File: src/design/lcr_pkg.sv
package lcr_pkg;
    // cells in one tile group, chain order cell 0 first
    localparam int CELLS_PER_TILE = 10;
    localparam int LUT_BITS       = 16;
    localparam int LUT_INPUTS     = 4;
    // bit positions inside a 16-bit arithmetic table word
    localparam int SUM0_LSB       = 0;
    localparam int SUM1_LSB       = 4;
    localparam int CY0_LSB        = 8;
    localparam int CY1_LSB        = 12;
    localparam int SUB_LUT_BITS   = 4;
    // register input source codes
    localparam logic [1:0] SRC_COMB  = 2'h0;
    localparam logic [1:0] SRC_CHAIN = 2'h1;
    localparam logic [1:0] SRC_D3    = 2'h2;
    localparam logic [1:0] SRC_ZERO  = 2'h3;
    // clear selects per tile: two clears plus none
    localparam logic [1:0] CLR_NONE  = 2'h0;
    localparam logic [1:0] CLR_A     = 2'h1;
    localparam logic [1:0] CLR_B     = 2'h2;
    // synchroniser idle levels: pin bits high, tile clears and preset low
    localparam logic [4:0] SYNC_IDLE = 5'h11;

    // cell operating mode, one-hot
    typedef enum logic [1:0] {
        LCR_NORMAL = 2'b01,
        LCR_ARITH  = 2'b10
    } lcr_mode_t;

    // per-cell configuration bits
    typedef struct packed {
        lcr_mode_t                mode;
        logic [LUT_BITS-1:0]      table_bits;
        logic                     use_carry_in;  // table input 3 from carry, at chain end only
        logic                     chain_end;     // cell ends an adder chain
        logic                     use_lut_chain; // input 0 from previous cell
        logic [1:0]               reg_src;
        logic [1:0]               clr_sel;
        logic                     preset_en;
        logic                     aload_en;
        logic                     power_up_high;
    } lcr_cell_cfg_t;

    // per-cell data inputs
    typedef struct packed {
        logic [LUT_INPUTS-1:0]    data;
    } lcr_cell_in_t;
endpackage

File: src/design/lcr_tile.sv
`timescale 1ns/10ps
// asynchronous controls are sampled into mclk (two flops) and applied
// as a priority override on the next edge; a real cell would act at once.
module lcr_tile #(
    parameter int N = lcr_pkg::CELLS_PER_TILE
) (
    // clock and reset
    input  wire logic                         mclk,
    input  wire logic                         reset_n,
    // per-cell configuration and data
    input  wire lcr_pkg::lcr_cell_cfg_t [N-1:0] cell_cfg,
    input  wire lcr_pkg::lcr_cell_in_t  [N-1:0] cell_in,
    // tile controls
    input  wire logic                         tile_clear_a,
    input  wire logic                         tile_clear_b,
    input  wire logic                         tile_preset,
    input  wire logic                         tile_carry_in,
    input  wire logic                         subtract,
    input  wire logic                         first_in_row,
    // chains from the previous tile
    input  wire logic                         reg_chain_in,
    // chip-wide clear pin and its option
    input  wire logic                         clr_pin_en,
    input  wire logic                         global_register_clear_pin_in,
    input  wire logic                         user_pin_out,
    input  wire logic                         user_pin_oe,
    output logic                              global_register_clear_pin_out,
    output logic                              global_register_clear_pin_oe,
    output logic                              user_pin_in,
    // cell outputs
    output logic [N-1:0]                      comb_out,
    output logic [N-1:0]                      reg_out,
    output logic                              carry_out
);
    // sampled asynchronous-origin inputs
    logic [4:0] sync1;
    logic [4:0] sync2;
    logic [4:0] next_sync1;
    logic       pin_clr, clr_a, clr_b, preset, aload_d3;
    logic [N-1:0] comb_v;
    logic [N-1:0] next_reg;
    logic [N:0]   cy0;
    logic [N:0]   cy1;
    logic [N-1:0] next_comb;
    logic         next_carry;
    logic         next_pin_out, next_pin_oe, next_user_in;
    logic [N-1:0] reg_q;
    logic         started;
    logic         cin_sel;

    // four-input table lookup for normal mode; arithmetic mode uses lut2
    function automatic logic lut4(input logic [15:0] t, input logic [3:0] a);
        lut4 = t[a];
    endfunction

    // slice one 2-input table out of the arithmetic word
    function automatic logic lut2(input logic [15:0] t, input int lsb,
                                  input logic a, input logic b);
        logic [3:0] s;
        s = t[lsb +: lcr_pkg::SUB_LUT_BITS];
        lut2 = s[{a, b}];
    endfunction

    // synchroniser inputs: pin, clear a, clear b, preset, pin raw
    always_comb begin
        next_sync1 = {global_register_clear_pin_in, tile_clear_a, tile_clear_b,
                      tile_preset, global_register_clear_pin_in};
    end

    always_ff @(posedge mclk) begin
        if (!reset_n) begin
            // idle levels, so no clear or preset is seen just after reset
            sync1 <= lcr_pkg::SYNC_IDLE;
            sync2 <= lcr_pkg::SYNC_IDLE;
        end else begin
            sync1 <= next_sync1;
            sync2 <= sync1;
        end
    end

    assign pin_clr  = clr_pin_en & ~sync2[4];
    assign clr_a    = sync2[3];
    assign clr_b    = sync2[2];
    assign preset   = sync2[1];

    // chain origin: a row start takes the direction bit
    assign cin_sel = first_in_row ? subtract : tile_carry_in;

    // ten cells share the tile controls and chains
    // per-cell combinational datapath
    always_comb begin
        next_comb = '0;
        cy0       = '0;
        cy1       = '0;
        // chain 0 assumes no carry in, chain 1 assumes one
        cy0[0]    = 1'b0;
        cy1[0]    = 1'b1;
        for (int i = 0; i < N; i++) begin
            logic [3:0] a;
            logic       x, y, s0, s1, sel;
            a   = '0;
            x   = 1'b0;
            y   = 1'b0;
            s0  = 1'b0;
            s1  = 1'b0;
            sel = 1'b0;
            // tile carry-in picks which chain reaches this cell
            sel = cin_sel ? cy1[i] : cy0[i];
            a   = cell_in[i].data;
            if (cell_cfg[i].use_lut_chain && i > 0)
                a[0] = next_comb[i-1];
            // carry as table input only at chain end
            if (cell_cfg[i].use_carry_in && cell_cfg[i].chain_end)
                a[3] = sel;
            x = a[1];
            y = a[2] ^ subtract;
            case (cell_cfg[i].mode)
                lcr_pkg::LCR_NORMAL: begin
                    next_comb[i] = lut4(cell_cfg[i].table_bits, a);
                    cy0[i+1]     = cy0[i];
                    cy1[i+1]     = cy1[i];
                end
                lcr_pkg::LCR_ARITH: begin
                    s0       = lut2(cell_cfg[i].table_bits, lcr_pkg::SUM0_LSB, x, y);
                    s1       = lut2(cell_cfg[i].table_bits, lcr_pkg::SUM1_LSB, x, y);
                    // chosen chain level picks the sum
                    next_comb[i] = sel ? s1 : s0;
                    // both chains ripple side by side, each through its own carry
                    if (cy0[i])
                        cy0[i+1] = lut2(cell_cfg[i].table_bits, lcr_pkg::CY1_LSB, x, y);
                    else
                        cy0[i+1] = lut2(cell_cfg[i].table_bits, lcr_pkg::CY0_LSB, x, y);
                    if (cy1[i])
                        cy1[i+1] = lut2(cell_cfg[i].table_bits, lcr_pkg::CY1_LSB, x, y);
                    else
                        cy1[i+1] = lut2(cell_cfg[i].table_bits, lcr_pkg::CY0_LSB, x, y);
                end
                default: begin
                    next_comb[i] = 1'b0;
                    cy0[i+1]     = cy0[i];
                    cy1[i+1]     = cy1[i];
                end
            endcase
        end
        // carry leaves the tile on the chosen chain
        next_carry = cin_sel ? cy1[N] : cy0[N];
    end

    // register next values with priority: pin clear, tile clear, preset, load, clock
    always_comb begin
        next_reg = reg_q;
        for (int i = 0; i < N; i++) begin
            logic clr;
            logic din;
            clr = 1'b0;
            din = 1'b0;
            clr = (cell_cfg[i].clr_sel == lcr_pkg::CLR_A && clr_a) ||
                  (cell_cfg[i].clr_sel == lcr_pkg::CLR_B && clr_b);
            case (cell_cfg[i].reg_src)
                lcr_pkg::SRC_COMB:  din = next_comb[i];
                lcr_pkg::SRC_CHAIN: din = (i == 0) ? reg_chain_in : reg_q[i-1];
                // packing: register fed from input independent of table
                lcr_pkg::SRC_D3:    din = cell_in[i].data[3];
                default:            din = 1'b0;
            endcase
            if (pin_clr)
                next_reg[i] = 1'b0;
            else if (clr)
                next_reg[i] = 1'b0;
            else if (cell_cfg[i].preset_en && preset)
                next_reg[i] = 1'b1;
            else if (cell_cfg[i].aload_en && preset && cell_cfg[i].mode == lcr_pkg::LCR_NORMAL)
                next_reg[i] = cell_in[i].data[3];
            else
                next_reg[i] = din;
        end
        // ordinary pin when option is off
        next_pin_out = user_pin_out;
        next_pin_oe  = ~clr_pin_en & user_pin_oe;
        next_user_in = sync2[0];
    end

    // power-up state per register, caught after reset release
    always_ff @(posedge mclk) begin
        if (!reset_n) begin
            reg_q    <= '0;
            started  <= 1'b0;
            comb_out <= '0;
            carry_out <= 1'b0;
            global_register_clear_pin_out <= 1'b0;
            global_register_clear_pin_oe  <= 1'b0;
            user_pin_in <= 1'b0;
        end else begin
            started  <= 1'b1;
            reg_q    <= started ? next_reg : reg_init(cell_cfg);
            comb_out <= next_comb;
            carry_out <= next_carry;
            global_register_clear_pin_out <= next_pin_out;
            global_register_clear_pin_oe  <= next_pin_oe;
            user_pin_in <= next_user_in;
        end
    end

    assign reg_out = reg_q;

    // power-up image of the configured register states
    function automatic logic [N-1:0] reg_init(input lcr_pkg::lcr_cell_cfg_t [N-1:0] c);
        for (int i = 0; i < N; i++)
            reg_init[i] = c[i].power_up_high;
    endfunction


    // chip clear clears every register next edge
    AST_PIN_CLEAR: assert property (@(posedge mclk) disable iff (!reset_n)
        started && pin_clr |=> reg_q == '0) else $error("chip clear missed");
    AST_CLR_WINS: assert property (@(posedge mclk) disable iff (!reset_n)
        started && clr_a && preset && cell_cfg[0].clr_sel == lcr_pkg::CLR_A |=> !reg_q[0])
        else $error("preset beat clear");
    AST_CLR_B: assert property (@(posedge mclk) disable iff (!reset_n)
        started && clr_b && cell_cfg[1].clr_sel == lcr_pkg::CLR_B |=> !reg_q[1])
        else $error("second clear missed");
    AST_PRESET: assert property (@(posedge mclk) disable iff (!reset_n)
        started && !pin_clr && preset && cell_cfg[2].preset_en && cell_cfg[2].clr_sel == lcr_pkg::CLR_NONE
        |=> reg_q[2]) else $error("preset did not load high");
    AST_LOAD_D3: assert property (@(posedge mclk) disable iff (!reset_n)
        started && !pin_clr && preset && cell_cfg[3].aload_en && !cell_cfg[3].preset_en
        && cell_cfg[3].clr_sel == lcr_pkg::CLR_NONE && cell_cfg[3].mode == lcr_pkg::LCR_NORMAL
        |=> reg_q[3] == $past(cell_in[3].data[3])) else $error("load value not the fourth input");
    // packed register fed apart from the table
    AST_PACKING: assert property (@(posedge mclk) disable iff (!reset_n)
        started && !pin_clr && cell_cfg[5].reg_src == lcr_pkg::SRC_D3 && cell_cfg[5].clr_sel == lcr_pkg::CLR_NONE
        && !cell_cfg[5].preset_en && !cell_cfg[5].aload_en
        |=> reg_q[5] == $past(cell_in[5].data[3])) else $error("packed register wrong");
    // power-up values land on the first edge
    AST_POWER_UP: assert property (@(posedge mclk) disable iff (!reset_n)
        !started ##1 started
        |-> reg_q[1:0] == {$past(cell_cfg[1].power_up_high), $past(cell_cfg[0].power_up_high)})
        else $error("power-up state wrong");
    AST_SHIFT: assert property (@(posedge mclk) disable iff (!reset_n)
        started && !pin_clr && cell_cfg[1].reg_src == lcr_pkg::SRC_CHAIN
        && cell_cfg[1].clr_sel == lcr_pkg::CLR_NONE
        && !cell_cfg[1].preset_en && !cell_cfg[1].aload_en |=> reg_q[1] == $past(reg_q[0]))
        else $error("chain shift wrong");
    AST_PIN_OE: assert property (@(posedge mclk) disable iff (!reset_n)
        clr_pin_en |=> !global_register_clear_pin_oe) else $error("pin driven as clear");
    // user drive passes when option off
    AST_USER_OE: assert property (@(posedge mclk) disable iff (!reset_n)
        !clr_pin_en |=> global_register_clear_pin_oe == $past(user_pin_oe))
        else $error("user drive enable lost");
    AST_COMB: assert property (@(posedge mclk) disable iff (!reset_n)
        cell_cfg[1].mode == lcr_pkg::LCR_NORMAL && cell_cfg[1].use_lut_chain && !cell_cfg[1].use_carry_in
        |=> comb_out[1] == $past(cell_cfg[1].table_bits[{cell_in[1].data[3:1], next_comb[0]}]))
        else $error("lut chain input wrong");
    // carry ignored away from a chain end
    AST_NO_CARRY: assert property (@(posedge mclk) disable iff (!reset_n)
        cell_cfg[3].mode == lcr_pkg::LCR_NORMAL && cell_cfg[3].use_carry_in && !cell_cfg[3].chain_end
        && !cell_cfg[3].use_lut_chain |=> comb_out[3] == $past(cell_cfg[3].table_bits[cell_in[3].data]))
        else $error("carry used away from chain end");
    AST_PIN_SYNC: assert property (@(posedge mclk) disable iff (!reset_n)
        !global_register_clear_pin_in ##2 clr_pin_en |-> pin_clr)
        else $error("pin clear not seen");
    // a carry made in both chains of the last cell leaves the tile
    AST_CARRY: assert property (@(posedge mclk) disable iff (!reset_n)
        cell_cfg[N-1].mode == lcr_pkg::LCR_ARITH && cell_in[N-1].data[1] && (cell_in[N-1].data[2] ^ subtract)
        && cell_cfg[N-1].table_bits[lcr_pkg::CY0_LSB + lcr_pkg::SUB_LUT_BITS - 1]
        && cell_cfg[N-1].table_bits[lcr_pkg::CY1_LSB + lcr_pkg::SUB_LUT_BITS - 1]
        |=> carry_out) else $error("carry out wrong");
endmodule // lcr_tile

File: config.mk
export PLATFORM = sky130hd
export DESIGN_NAME = lcr_tile
export DESIGN_NICKNAME = d
export VERILOG_FILES = /design/src/design/lcr_pkg.sv /design/src/design/lcr_tile.sv
export SDC_FILE = /design/constraint.sdc
export NUM_CORES = 1
export LEC_CHECK = 0
export ABC_CLOCK_PERIOD_IN_PS = 25000
export BUFFER_PORTS_ARGS = -buffer_cell sky130_fd_sc_hd__buf_2
export CORE_AREA = 4 4 152 154
export DETAILED_ROUTE_END_ITERATION = 10
export DIE_AREA = 0 0 156 158
export PLACE_DENSITY_LB_ADDON = 0.25
export SLEW_MARGIN = 10
export SYNTH_ARGS = -nofsm -noshare
export SYNTH_HDL_FRONTEND = slang
export SYNTH_SLANG_ARGS = --single-unit
File: constraint.sdc
create_clock -name mclk -period 25 [get_ports mclk]
set_input_delay 2.5 -clock mclk [delete_from_list [all_inputs] [get_ports mclk]]
set_output_delay 2.5 -clock mclk [all_outputs]
set_load 0.05 [all_outputs]
==> run summary, run 1 <==
Status: finished clean
CP Capture Type: register
Synth top area cells: mux4_2 11%, dfxtp_1 8.8%, mux2i_1 8.5%, a21oi_1 4.6%, nand2_1 4.4%
Syn_nets: 1351
Post CTS Setup Buffer Count: 0
Min-delay worst type: register to register
Total of max-cap violations: 0
Leakage power: 0.004248 µW
Combinational power share: 0.576
Root buf cell: clkbuf_16
FMAX: 79.50 MHz
FF-to-FF Start: started$_DFF_P_
Clk_lat worst skew: 300 ps
GRT Residual Overflow: 0
R2R setup slack: 22680 ps
DR iter-0 viols: 509
Slowest cell on crit path: xnor2_1
Reg clk slew, reported paths: 70 ps
Unique masters post-synth: 91
Internal power: 184.6 µW
Die width: 156 µm
Fill count: 2276
Vias in the first global route: 8793
Via/cell ratio: 5.863
Yosys reg bits: 33
Max_slew headroom: 0.2570
Core ar.: 0.02169 mm²
Final ANT Viol Nets: 0
EDFF count, synth: 0
Detailed Routing Iterations Pass 1: 5
Die Ht: 158 µm
Final setup viols: 0
Register area: 660.6 µm²
Final Hold Viols: 0
I/O pin count: 357
Hold path depth: 1
Number of cell rows: 54
Cell area after synthesis: 0.007520 mm²
Critical R2R Capture: reg_out[9]$_SDFF_PN0_
Total GRT Usage: 0.2334
CTS tree: yes
Initial antenna violation count: 4
Slew @ Worst Pin: 1083 ps
Global-route wire length before repair: 45950 µm
CTS max path bufs: 2
Setup crit start kind: primary input
Largest net degree at the start of global routing: 20
CP dominant cell by count: mux2_2
DP Cell Count: 1591
Post-synthesis sequential area ratio: 0.08785
Cell taking the most area after synthesis: mux4_2
Warnings from Yosys: 0
WL per Instance: 19.52 µm
Syn_area_per_cell: 7.535 µm²
Synth Flop Type: dfxtp_1
Pwr/cell area: 34.10 mW/mm²
VDD IR max: 23.76 µV
WL final: 31270 µm
Switching Share: 0.4391
Syn Inst Count: 998
Asr flop ratio synth: 0
Multi-input gate area: 0.006415 mm²
Nets: 1671
CP max stage delay: 580 ps
H-tree levels: 2
Max-slew violations: 0
Hold path endpoint: sync2[0]$_SDFF_PN1_
Worst endpoint required time: 25220 ps
Seq pwr share: 0.178
Crit path kind: primary input to register
# DRC: 0
DR vias: 9392
Buffers added on ports: 355
Hold-fix buffers, CTS: 0
Initial Utilization: 0.3467
Length in cells of the worst reg-to-reg path: 6
Post-detail-place hpwl: 25680 µm
Hold path start: sync1[0]$_SDFF_PN1_
Area Overhead vs Synth: 28.35%
Crit Path Max Fanout: 15
Sink Count: 33
Clock Power Share: 0.246
Setup TNS: 0 ps
Worst Path Arrival: 12800 ps
Setup Skew: 5.590 ps
Post-layout min period: 12580 ps
# resized after CTS: 0
Die area: 0.02465 mm²
Post-synth top area share: 0.1108
Net switching power: 144.5 µW
Period utilization: 0.5032
GP Congestion: 0.9707
Unrepaired setup endpoints after global routing: no
Cts bufs inserted: 5
Post-route insts no fill: 1602
Share of layout cells above drive strength 1: 0.3427
layer usage:
layer | wire length (µm) | track usage | vias to the layer above | part of all wire
met5 | 13 | 0 | - | 0.00042
met4 | 985 | 0.08754 | 2 | 0.032
met3 | 2672 | 0.04839 | 63 | 0.085
met2 | 15110 | 0.4053 | 429 | 0.48
met1 | 12480 | 0.2846 | 4395 | 0.40
li1 | - | - | 4503 | -
Yosys cell counts, types with 8 or more instances:
| cell | number |
|---|---|
| nor2b_1 | 38 |
| a211oi_1 | 9 |
| clkbuf_1 | 37 |
| and2_1 | 12 |
| or3_1 | 10 |
| o211ai_1 | 11 |
| a31oi_1 | 20 |
| dfxtp_1 | 33 |
| nand2b_1 | 26 |
| nand3_1 | 23 |
| ha_1 | 20 |
| a41oi_1 | 8 |
| inv_1 | 67 |
| nor3_1 | 44 |
| mux2_2 | 20 |
| o22ai_1 | 9 |
| o21ai_0 | 64 |
| nand3b_1 | 32 |
| nand2_1 | 88 |
| mux2i_1 | 64 |
| a21oi_1 | 69 |
| nor3b_1 | 9 |
| o221ai_1 | 13 |
| nor2_1 | 68 |
| xnor2_1 | 10 |
| mux4_2 | 37 |
| a221oi_1 | 9 |
through the flow:
step	utilization	hold slack [ps]	instance area (µm²)	worst slack [ps]	power, µW
after floorplan	-	386.3	7520	14080	180.5
after global placement	0.4368	395.5	9473	12230	245.8
after detailed placement	0.4368	401.7	9473	12220	246.8
after CTS	0.4447	415.2	9644	12500	330.3
after global routing	0.4450	430.0	9652	11940	349.3
final	0.4450	410.4	9652	12420	329.1
logic make-up after synthesis:
kind of cell,after synthesis,synth area share
compound gates,307,0.2912
xor+xnor,10,0.01165
fa+ha+maj,20,0.03328
buf+inv,112,0.05907
flops,33,0.08785
mux,126,0.2368
simple gates,390,0.2802
power groups by stage:
stage | logic, µW | clock network, µW | registers, µW
floorplan | 114 | 0 | 66.9
global placement | 186 | 0 | 59.8
detailed placement | 187 | 0 | 59.7
CTS | 188 | 83.8 | 58.5
global route | 206 | 84.1 | 58.8
finish | 190 | 80.9 | 58.5
how the worst max path moves through the flow:
stage / end / from / slack, ps / depth (start not counted)
3_5_place_dp: reg_out[9]$_SDFF_PN0_ / subtract / 12220 / 33
2_1_floorplan: reg_out[9]$_SDFF_PN0_ / cell_in[2] / 14080 / 34
6_report: reg_out[9]$_SDFF_PN0_ / subtract / 12420 / 33
4_1_cts: reg_out[9]$_SDFF_PN0_ / subtract / 12500 / 33
3_3_place_gp: reg_out[9]$_SDFF_PN0_ / subtract / 12230 / 33
5_1_grt: reg_out[9]$_SDFF_PN0_ / subtract / 11940 / 33
state kept, by name, indices dropped and copies added (netlist names):
register and flops:
global_register_clear_pin_oe 1, global_register_clear_pin_out 1, carry_out 1, sync1 4, user_pin_in 1, sync2 4, reg_out 10, comb_out 10
started 1
layout make-up:
cell class / count / area share
multi-input cells: 853 / 0.6646
repair buffers: 357 / 0.1856
flip-flops and latches: 33 / 0.06845
well taps: 280 / 0.03630
inverters: 68 / 0.02645
clock buffers: 5 / 0.01296
clock inverters: 3 / 0.004796
diodes: 3 / 0.0007778
placed cells by master (no fill, tap or decap), types with 8 or more instances in the layout:
master / netlist / routed
buf_2: 4 / 355
nand2_1: 88 / 88
a21oi_1: 69 / 69
nor2_1: 68 / 68
inv_1: 67 / 67
o21ai_0: 64 / 64
mux2i_1: 64 / 64
nor3_1: 44 / 44
nor2b_1: 38 / 38
mux4_2: 37 / 37
dfxtp_1: 33 / 33
nand3b_1: 32 / 32
nand2b_1: 26 / 26
nand3_1: 23 / 23
a31oi_1: 20 / 20
mux2_2: 20 / 20
ha_1: 20 / 20
o221ai_1: 13 / 13
and2_1: 12 / 12
o211ai_1: 11 / 11
xnor2_1: 10 / 10
or3_1: 10 / 10
a211oi_1: 9 / 9
a221oi_1: 9 / 9
o22ai_1: 9 / 9
nor3b_1: 9 / 9
a41oi_1: 8 / 8
worst max-delay path: cells and delay by family:
kind | cells | cell delay (ps)
xor gates and xnor gates | 1 | 580
buffers and inverters | 1 | 300
AOI/OAI and AO/OA | 16 | 4410
muxes | 5 | 1740
and+or+nand+nor | 10 | 3260
(Power assumes the default switching activity.)
==> inputs of run 2 (changes only) <==
--- a/config.mk
+++ b/config.mk
@@ -5,7 +5,7 @@
 export SDC_FILE = /design/constraint.sdc
 export NUM_CORES = 1
 export LEC_CHECK = 0
-export ABC_CLOCK_PERIOD_IN_PS = 25000
+export ABC_CLOCK_PERIOD_IN_PS = 11310
 export BUFFER_PORTS_ARGS = -buffer_cell sky130_fd_sc_hd__buf_2
 export CORE_AREA = 4 4 152 154
 export DETAILED_ROUTE_END_ITERATION = 10
==> constraint.sdc (replaced) <==
create_clock -name mclk -period 11.31 [get_ports mclk]
set_input_delay 1.131 -clock mclk [delete_from_list [all_inputs] [get_ports mclk]]
set_output_delay 1.131 -clock mclk [all_outputs]
set_load 0.05 [all_outputs]
==> run summary, run 2 (synthesis gave the netlist of run 1 again) <==
GRT Residual Overflow: 0 (unchanged)
Slew @ Worst Pin: 1027 ps (-56.06 ps)
DR iter-0 viols: 534 (+4.9%)
VDD IR max: 64.20 µV (+170%)
Clk_lat worst skew: 300 ps (about the same)
Crit path kind: primary input to register
Worst Path Arrival: 10860 ps (-1940 ps)
Clock Power Share: 0.244 (-0.002)
Post CTS Setup Buffer Count: 0 (unchanged)
DR vias: 9384 (-0.085%)
Final setup viols: 0 (unchanged)
Slowest cell on crit path: mux4_1
Root buf cell: clkbuf_16
Period utilization: 0.9407
Seq pwr share: 0.178 (about the same)
Global-route wire length before repair: 47440 µm (+3.2%)
Power consumption: 726.3 µW (+120%)
Buffers added on ports: 355 (unchanged)
Area Overhead vs Synth: 28.62%
Leakage power: 0.004262 µW (+0.34%)
Net switching power: 316.9 µW (+120%)
FMAX: 93.99 MHz
CP dominant cell by count: mux2_2
Number of cell rows: 54 (unchanged)
CP Capture Type: register
Die area: 0.02465 mm² (unchanged)
Die Ht: 158 µm (unchanged)
Total of max-cap violations: 0 (unchanged)
I/O pin count: 357 (unchanged)
Sink Count: 33 (unchanged)
Max-slew violations: 0 (unchanged)
Initial Utilization: 0.3467 (unchanged)
Detailed Routing Iterations Pass 1: 5 (unchanged)
Fill count: 2274 (-0.088%)
Most frequent cells in the layout: 355 x buf_2, 88 x nand2_1, 69 x a21oi_1
WL per Instance: 19.53 µm (about the same)
Post-detail-place hpwl: 25860 µm (+0.71%)
Nets: 1674 (+0.18%)
Critical Path Stages: 32 (-3.0%)
Max_slew headroom: 0.2955 (+0.03844)
Commonest non-fill, non-tap cell in the layout: buf_2
Final hold slack: 422.2 ps (+11.80 ps)
Pwr/cell area: 75.10 mW/mm² (+120%)
Switching Share: 0.4363 (-0.002756)
# resized after CTS: 0 (unchanged)
CTS tree: yes
GP Congestion: 0.9656 (-0.53%)
Critical R2R Capture: reg_out[9]$_SDFF_PN0_
Worst setup path end: reg_out[9]$_SDFF_PN0_
Crit Path Max Fanout: 15 (unchanged)
Largest net degree at the start of global routing: 21 (+5.0%)
WL final: 31320 µm (+0.18%)
Combinational power share: 0.578 (+0.002)
Family with the most delay on the worst path: compound AO/OA/AOI/OAI gates
Initial antenna violation count: 4 (unchanged)
Post-layout min period: 10640 ps
Cts bufs inserted: 5 (unchanged)
Via/cell ratio: 5.850 (-0.21%)
Core ar.: 0.02169 mm² (unchanged)
CP max stage delay: 620 ps (+40 ps)
H-tree levels: 2 (unchanged)
Setup crit start kind: primary input
FF-to-FF Start: started$_DFF_P_
R2R setup slack: 9020 ps (-13660 ps)
Total GRT Usage: 0.2389 (+0.005415)
Setup TNS: 0 ps (unchanged)
Internal power: 409.4 µW (+120%)
Reg clk slew, reported paths: 70 ps (about the same)
Status: finished clean
Final Hold Viols: 0 (unchanged)
CTS max path bufs: 2 (unchanged)
Hold-fix buffers, CTS: 0 (unchanged)
Buffers and inverters on the worst path: 1 (unchanged)
Unrepaired setup endpoints after global routing: no
Share of layout cells above drive strength 1: 0.3442 (+0.001492)
Min-delay worst type: register to register
Die width: 156 µm (unchanged)
# DRC: 0 (unchanged)
Setup Skew: 11.80 ps (+6.206 ps)
Final ANT Viol Nets: 0 (unchanged)
Vias in the first global route: 9179 (+4.4%)
Length in cells of the worst reg-to-reg path: 6 (unchanged)
Worst endpoint required time: 11530 ps (-13690 ps)
Crit. Startpoint: cell_in[1]
[run 2: cell types whose count changed in the layout (fill, tap and decap cells not counted)]
cell / before / now
buf_4: 2 / 5
diode_2: 3 / 2
[run 2: per-stage QoR]
step                setup slack [ps]  area [µm²]  std cells  utilization
floorplan                       1764        7520        998            -
global placement               513.8        9495       1594       0.4378
detailed placement             456.3        9495       1594       0.4378
CTS                            769.6        9667       1602       0.4457
global route                   69.23        9672       1604       0.4459
finish                         670.9        9672       1604       0.4459
[run 2: cell type report]
type                       instances  area [µm²]  share of cell area
multi-input combinational        853        6415              0.6633
timing repair buffer             360        1814              0.1876
sequential                        33       660.6             0.06831
tap                              280       350.3             0.03622
inverter                          68       255.2             0.02639
clock buffer                       5       125.1             0.01294
clock inverter                     3       46.29            0.004787
antenna                            2       5.005           0.0005175
[run 2: worst min path at each step]
| stage | cells past startpoint | startpoint | end | slack, ps |
|---|---|---|---|---|
| floorplan | 1 | sync1[0]$_SDFF_PN1_ | sync2[0]$_SDFF_PN1_ | 390 |
| global placement | 1 | sync1[0]$_SDFF_PN1_ | sync2[0]$_SDFF_PN1_ | 400 |
| detailed placement | 1 | sync1[0]$_SDFF_PN1_ | sync2[0]$_SDFF_PN1_ | 400 |
| CTS | 1 | sync1[0]$_SDFF_PN1_ | sync2[0]$_SDFF_PN1_ | 430 |
| global route | 1 | sync1[3]$_SDFF_PN0_ | sync2[3]$_SDFF_PN0_ | 440 |
| finish | 1 | sync1[0]$_SDFF_PN1_ | sync2[0]$_SDFF_PN1_ | 420 |
[run 2: power by group through the flow]
| stage | sequential (µW) | clock [µW] | combinational, µW |
|---|---|---|---|
| after floorplan | 148 | 0 | 251 |
| after global placement | 132 | 0 | 412 |
| after detailed placement | 132 | 0 | 415 |
| after CTS | 129 | 183 | 417 |
| after global routing | 130 | 189 | 459 |
| final | 129 | 177 | 420 |
[run 2: routing by layer]
metal  share of wire  track usage
met2            0.48       0.4168
met4           0.037      0.08879
met1            0.39       0.2852
met5         0.00086            0
met3           0.088      0.05714
